[src/inc/sdac_pkg.sv]
package sdac_pkg;
  localparam int WORD_W = 16;
  localparam logic [15:0] ZERO_CODE = 16'h0000;
  localparam logic [15:0] HALF_SCALE_CODE = 16'h8000;
  localparam logic [15:0] FULL_SCALE_CODE = 16'hffff;
  localparam int SYS_CLK_HZ = 10000000;
  localparam int CLEAR_MIN_NS = 200;
  localparam int CLEAR_MIN_CYC = (CLEAR_MIN_NS * (SYS_CLK_HZ / 1000000) + 999) / 1000;
  localparam int BUF_DEPTH = 2;

  typedef struct packed {
    logic inputEnableN;
    logic convEnableN;
    logic zeroAllN;
    logic serialData;
    logic strobeN;
  } sdac_pins_s;

  typedef enum logic [1:0] {
    SDAC_IDLE,
    SDAC_LOW
  } sdac_strobe_e;
endpackage

[src/rtl/sdac_word_buffer.sv]
`timescale 1ns/1ps
module sdac_word_buffer #(
  parameter int WIDTH = 16,
  parameter int DEPTH = 2
) (
  input  wire logic             sys_clk,
  input  wire logic             sys_rst,
  input  wire logic             clkEn,
  input  wire logic             flush,
  input  wire logic [WIDTH-1:0] inData,
  input  wire logic             inValid,
  output logic                  inReady,
  output logic      [WIDTH-1:0] outData,
  output logic                  outValid,
  input  wire logic             outReady
);
  localparam int PW = (DEPTH > 1) ? $clog2(DEPTH) : 1;
  logic [WIDTH-1:0] mem [DEPTH];
  logic [PW-1:0]    wrPtr;
  logic [PW-1:0]    rdPtr;
  logic [PW:0]      count;
  logic             push;
  logic             pop;

  function automatic logic [PW-1:0] bump(input logic [PW-1:0] p);
    bump = (p == PW'(DEPTH - 1)) ? '0 : p + 1'b1;
  endfunction

  assign inReady  = (count != (PW+1)'(DEPTH));
  assign outValid = (count != '0);
  assign push     = inValid && inReady;
  assign pop      = outValid && outReady;
  assign outData  = mem[rdPtr];

  always_ff @(posedge sys_clk) begin
    if (clkEn && push) begin
      mem[wrPtr] <= inData;
    end
  end

  always_ff @(posedge sys_clk) begin
    if (sys_rst || (clkEn && flush)) begin
      wrPtr <= '0;
      rdPtr <= '0;
      count <= '0;
    end else if (clkEn) begin
      if (push) begin
        wrPtr <= bump(wrPtr);
      end
      if (pop) begin
        rdPtr <= bump(rdPtr);
      end
      count <= count + (PW+1)'(push) - (PW+1)'(pop);
    end
  end
endmodule

[src/rtl/sdac_front_end.sv]
`timescale 1ns/1ps
// Notes on behaviour
// - Input latch feeds separate conversion latch.
// - All control inputs active when low.
// - Latches load on strobe rise while enabled, hold otherwise.
// - Clear zeroes both latches at once.
// - Conversion code is plain unsigned binary.
// - Serial word shifts in MSB first.
// - Strobe shifts bit whenever input enabled, unless clear active.
// - Conversion enable with strobe loads latch.
// - Input latch top bit drives cascade output.
module sdac_front_end (
  input  wire logic              sys_clk,
  input  wire logic              sys_rst,
  input  wire logic              clkEn,
  input  wire sdac_pkg::sdac_pins_s pins,
  output logic                   cascade_serial_out,
  output logic [15:0]            unsigned_binary_coding,
  output logic [15:0]            wordData,
  output logic                   wordValid,
  input  wire logic              wordReady,
  output logic                   wordDropped
);
  import sdac_pkg::*;

  sdac_pins_s        syncA;
  sdac_pins_s        syncB;
  sdac_strobe_e      strobeState;
  logic [WORD_W-1:0] inputLatch;
  logic [WORD_W-1:0] convLatch;
  logic              riseEdge;
  logic              loadConv;
  logic              clearNow;
  logic              bufReady;
  logic              convTouched;

  // The shifted word is needed by both latches in the two-wire case.
  function automatic logic [WORD_W-1:0] shifted(input logic [WORD_W-1:0] word,
                                                input logic              bitIn);
    shifted = {word[WORD_W-2:0], bitIn};
  endfunction

  // Every pin is asynchronous to sys_clk, so all pass two flops first.
  always_ff @(posedge sys_clk) begin
    if (sys_rst) begin
      syncA <= '1;
      syncB <= '1;
    end else if (clkEn) begin
      syncA <= pins;
      syncB <= syncA;
    end
  end

  assign clearNow = !syncB.zeroAllN;
  assign riseEdge = (strobeState == SDAC_LOW) && syncB.strobeN;
  assign loadConv = riseEdge && !syncB.convEnableN && !clearNow;

  // A full low-then-high excursion is needed; the synchronizers reset high, so a strobe already low at reset still counts on its rise.
  always_ff @(posedge sys_clk) begin
    if (sys_rst) begin
      strobeState <= SDAC_IDLE;
    end else if (clkEn) begin
      case (strobeState)
        SDAC_IDLE: begin
          if (!syncB.strobeN) begin
            strobeState <= SDAC_LOW;
          end
        end
        SDAC_LOW: begin
          if (syncB.strobeN) begin
            strobeState <= SDAC_IDLE;
          end
        end
        default: strobeState <= SDAC_IDLE;
      endcase
    end
  end

  // Apart from clear, input latch only changes on a completed strobe while its enable is low.
  always_ff @(posedge sys_clk) begin
    if (sys_rst) begin
      inputLatch <= ZERO_CODE;
    end else if (clkEn) begin
      if (clearNow) begin
        inputLatch <= ZERO_CODE;
      end else if (riseEdge && !syncB.inputEnableN) begin
        inputLatch <= shifted(inputLatch, syncB.serialData);
      end
    end
  end

  // With both enables low the new word moves through in the same strobe.
  always_ff @(posedge sys_clk) begin
    if (sys_rst) begin
      convLatch <= ZERO_CODE;
    end else if (clkEn) begin
      if (clearNow) begin
        convLatch <= ZERO_CODE;
      end else if (loadConv) begin
        convLatch <= syncB.inputEnableN ? inputLatch
                     : shifted(inputLatch, syncB.serialData);
      end
    end
  end

  always_ff @(posedge sys_clk) begin
    if (sys_rst) begin
      convTouched <= 1'b0;
      wordDropped <= 1'b0;
    end else if (clkEn) begin
      convTouched <= loadConv || clearNow;
      wordDropped <= (loadConv || clearNow) && !bufReady;
    end
  end

  assign cascade_serial_out     = inputLatch[WORD_W-1];
  assign unsigned_binary_coding = convLatch;

  // The buffer hands each new conversion code to the analog side; a stall
  // of up to two words loses nothing.
  sdac_word_buffer #(
    .WIDTH(WORD_W),
    .DEPTH(BUF_DEPTH)
  ) u_buf (
    .sys_clk  (sys_clk),
    .sys_rst  (sys_rst),
    .clkEn    (clkEn),
    .flush    (1'b0),
    .inData   (convLatch),
    .inValid  (convTouched),
    .inReady  (bufReady),
    .outData  (wordData),
    .outValid (wordValid),
    .outReady (wordReady)
  );
endmodule

[config.mk]
export PLATFORM = sky130hd
export DESIGN_NAME = sdac_front_end
export DESIGN_NICKNAME = d
export VERILOG_FILES = /design/src/inc/sdac_pkg.sv /design/src/rtl/sdac_word_buffer.sv /design/src/rtl/sdac_front_end.sv
export SDC_FILE = /design/constraint.sdc
export NUM_CORES = 1
export LEC_CHECK = 0
export ABC_AREA = 1
export BUFFER_PORTS_ARGS = -buffer_cell sky130_fd_sc_hd__buf_4
export CORE_MARGIN = 4
export CORE_UTILIZATION = 57
export DETAILED_ROUTE_END_ITERATION = 12
export PLACE_DENSITY = 0.87
export SETUP_SLACK_MARGIN = 0.4
export SLEW_MARGIN = 30
export SYNTH_ARGS = -nofsm -noshare
export SYNTH_HDL_FRONTEND = slang
export SYNTH_HIERARCHICAL = 1
export SYNTH_SLANG_ARGS = --single-unit
[constraint.sdc]
create_clock -name sys_clk -period 2.2 [get_ports sys_clk]
set_input_delay 0.33 -clock sys_clk [delete_from_list [all_inputs] [get_ports sys_clk]]
set_output_delay 0.33 -clock sys_clk [all_outputs]
set_load 0.02 [all_outputs]
* Yosys cells after proc, flatten, opt, wreduce, memory -nomap -nowiden
Memories as Yosys holds them, arrays and structs flattened. A register that Yosys moved wholly into a read port is not among the register bits.
Cells that the tools add are included.
** Word-level totals
- Bits in registers :: 50
- Latch bits :: 0
- Bits in writable memories :: 32
- Memory bits (read-only) :: 0
- Input bits :: 9
- Output and inout port bits :: 35
- Word-level logic and storage cells :: 63
- Memories :: 1
** Cells by class
- $add $sub $neg :: 4
- Multiply operators :: 0
- Divide/modulo/power cells :: 0
- $lt $le $gt $ge :: 0
- Eq/ne operators :: 6
- Shift-type cells :: 0
- Multiplexer cells :: 14
- Bitwise logic cells :: 0
- Reduce and logical (&&, ||, !) cells :: 20
** Memory list
- u_buf.mem :: depth 2, width 16, rd ports 1, clocked after Yosys merged registers in 1, write ports 1, line sdac_word_buffer.sv:18 : logic [WIDTH-1:0] mem [DEPTH];
** Operators with widths (count)
- $mux W16 :: 5
- $logic_and A1 B1 Y1 :: 8
- $reduce_and A2 Y1 :: 4
- $mux W1 :: 6
- $ne A2 B2 Y1 const B :: 3
- $logic_not A1 Y1 :: 4
- $mux W2 :: 2
- $ne A2 B1 Y1 const B :: 2
- $pmux W2 S2 :: 1
- $reduce_and A3 Y1 :: 1
- $add A1 B1 Y1 const B :: 2
- $add A2 B1 Y2 :: 1
- $eq A2 B1 Y1 const B :: 1
- $logic_not A2 Y1 :: 1
- $reduce_bool A2 Y1 :: 1
- $sub A2 B1 Y2 :: 1
- $logic_or A1 B1 Y1 :: 1

* Logic depth before layout (Yosys ltp)
- Depth in word-level cells :: 6
- Gate-level depth with buffers :: 11
- Gate-level depth less buffers :: 11

* Cells and area by module
The synthesis kept the hierarchy.
** By module, submodules not included
- sdac_front_end :: times used 1, cells each 322, area each 2089.5 um^2, seq. area each 900.9 um^2
- sdac_word_buffer :: times used 1, cells each 91, area each 1490.2 um^2, seq. area each 1061.0 um^2

* Worst setup path before layout
Ideal clock, no wire load.
- Path kind :: input to register
- Start point :: input port clkEn
- End point :: memory u_buf.mem[0][0], enable pin
- Data arrival time :: 1291 ps
- Path slack :: 520 ps
- Cell stages on the path :: 3
- Path through :: buf_2 -> nand3_1 -> nor2_1
** Between the ends
- Word-level cells in the longest chain between the ends :: 3
** RTL lines
- start: declaration :: line sdac_front_end.sv:15 : input wire logic clkEn,
- $logic_and A1 B1 Y1 :: line sdac_word_buffer.sv:36 : if (clkEn && push) begin
- $mux W1 :: line sdac_word_buffer.sv:36
- $mux W1 (not written as such) :: line sdac_word_buffer.sv:37 : mem[wrPtr] <= inData;
- end: declaration :: line sdac_word_buffer.sv:18
No other way between the ends.

==> results.tsv <==
metric	value	unit
outcome	finished, final reports clean	
Compound-Gate Fraction of Synth Area	5.173	%
Tmin final	1.747	ns
Critical Path Slowest Stage Cell	mux2_2	
initial antenna violation count	0	
Async SR Flop Fraction	0	%
Synth cell types	27	
site row count	28	
largest net degree at the start of global routing	30	
CTS buffer count	9	
CTS tree	yes	
XOR/XNOR Fraction of Synth Area	0	%
share of post-route cells with drive strength above 1	18.95	%
clk slew on worst S/H paths	0.08	ns
CORE AREA	5991	sq um
Synth top cells by count	112 x nand2_1, 58 x nor2_1, 57 x inv_1, 50 x dfxtp_1, 32 x edfxtp_1	
Simple-Gate Fraction of Synth Area	22.54	%
drt via density	4.996	
count of buffers from port buffering	43	
Final setup viols	0	
io pins	44	
period utilisation layout	79.43	%
Synth Register Bits	82	
CP Max Fanout	16	
per-cell routed wire length	12.46	um
first-pass GRT wire length	11210	um
CTS root buf	clkbuf_8	
Total Wirelength	6654	um
post-synthesis sequential area ratio	54.81	%
Yosys warning count	6	
Final Slew Violations	0	
Max Root-Sink Buffers	2	
DR pass1 iterations	5	
worst skew pair latency	0.35	ns
initial core utilization	59.75	%
GRT overflow	0	
DRC errors left	0	
Setup Skew	0.004592	ns
Critical Path End Type	primary output	
endpoints failing hold	0	
max-cap viol count	0	
GP Congestion	0.7628	
antenna viol nets, final	0	
Multi-input gate area	1261	sq um
Filler Cell Count	441	
critical path class	flop to primary output	
unrepaired setup endpoints after global routing	false	
FMAX	0.5723	GHz
die area	7612	sq um
Tightest Pin Transition	0.6145	ns
pwr dens	748.5	nW/um^2
Die Width	87.25	um
fraction of the mapped netlist area in adder cells	1.049	%
Worst Setup Start Kind	flop	
Post-DP Area	3909	sq um
die height	87.25	um
postcts setup bufs	0	
initial DRC count	176	
cells after synthesis	413	
most numerous cell in the Yosys netlist	nand2_1	
Mapped Area	3580	sq um
Final TNS setup	0	ns
multiplexer area fraction after synthesis	6.361	%
Tot GR Track Use	18.86	%
WHS	0.1665	ns
ant diodes	0	
fin util	68.78	%
Mean Syn Cell Area	8.668	sq um
Area Growth Syn to Fin	15.10	%
Slew HR	58.99	%
ys flop type	dfxtp_1	
# hold bufs at CTS	0	
Reg area	1962	sq um
Hold WC Path Type	input port to flop	
crit path buf inv count	2	
largest family of logic cells by synthesized area	simple AND/OR/NAND/NOR gates	
critical path's top delay family	multiplexers	
critical-path cell list	buf_8, mux2_2, buf_4	
Final nets	466	
final instance area	4120	sq um
worst reg2reg setup slack	0.57	ns
Synth area leaders	dfxtp_1 28%, edfxtp_1 27%, nand2_1 12%	
Max IR drop VDD	566.7	uV
EDFF count, synth	32	
CTS H-tree depth	3	
Sinks on Clock Net	82	
share of the synthesized area in the top cell type	27.96	%
slowest stage delay, CP	0.36	ns
vias	2668	
WP data required	1.87	ns
P_leak	1.972	nW
HPWL after DPL	4566	um
cell taking the most area after synthesis	dfxtp_1	
vias in the first global route	2482	
Synthesized Nets	425	
worst path arrival time	1.42	ns
## per-stage QoR
step,instances,total power [W],setup WS (ns)
3_5_place_dp,518,0.002025,0.5624
2_1_floorplan,413,0.001931,0.5204
5_1_grt,534,0.003228,0.4019
3_3_place_gp,518,0.002011,0.5764
4_1_cts,534,0.003101,0.4221
6_report,534,0.003084,0.4525
## repair_timing
action / 4_1_cts / 5_1_grt
gates cloned: 0 / 0
resized for setup: 1 / 1
endpoints found under the setup margin: 6 / 1
## logic make-up after synthesis
group / count (synthesis)
AO/OA/AOI/OAI: 36
adder cells (fa/ha/maj): 3
buffers and inverters: 78
flip-flops: 82
multiplexers: 17
other: 1
AND/OR/NAND/NOR: 196
## cell type report
cell class	count	area share, %
Sequential cell	82	47.62
Tap cell	75	2.278
Clock buffer	11	3.432
Inverter	59	5.436
Multi-Input combinational cell	253	30.61
Clock inverter	5	1.518
Timing Repair Buffer	49	9.110
## placed cells by master (no fill, tap or decap), drive strengths merged, types with 2 or more instances in the layout
| cell | count |
|---|---|
| a21oi | 17 |
| buf | 49 |
| clkbuf | 11 |
| clkinvlp | 2 |
| dfxtp | 50 |
| edfxtp | 32 |
| ha | 3 |
| inv | 60 |
| mux2 | 16 |
| nand2 | 116 |
| nand3 | 18 |
| nand4 | 3 |
| nor2 | 58 |
| o21ai | 17 |
## power by group
group	leakage [nW]	total (W)	switching, W	internal [W]
clock network	0.0962	0.00109	0.000529	0.000561
logic	1.17	0.000320	0.000198	0.000122
registers	0.703	0.00167	0.0000442	0.00163
total	1.97	0.00308	0.000772	0.00231
## registers in the layout (all words and copies together), names as in the netlist, named ones only
register                count
syncB                       5
wordDropped                 1
inputLatch                 16
convTouched                 1
strobeState                 1
u_buf/rdPtr                 1
syncA                       5
unsigned_binary_coding     16
u_buf/wrPtr                 1
u_buf/count                 2
u_buf/mem                  32
## final timing paths
path,cells past startpoint,startpoint,to
setup / recovery,3,flop,wordData[13]
hold / removal,2,sys_rst,wordDropped
setup reg to reg,11,u_buf/count[0],u_buf/count[1]
hold reg to reg,2,syncA[2],syncA[2]
## per-layer routing
metal / vias to the layer above / global-route usage (%) / part of all wire, %
li1: 1377 / - / -
met3: 11 / 3.784 / 5.0
met4: 0 / 9.763 / 2.0
met5: - / 0 / 0
met1: 1209 / 23.60 / 44
met2: 71 / 30.75 / 49
Power figures use the tool's default switching activity.
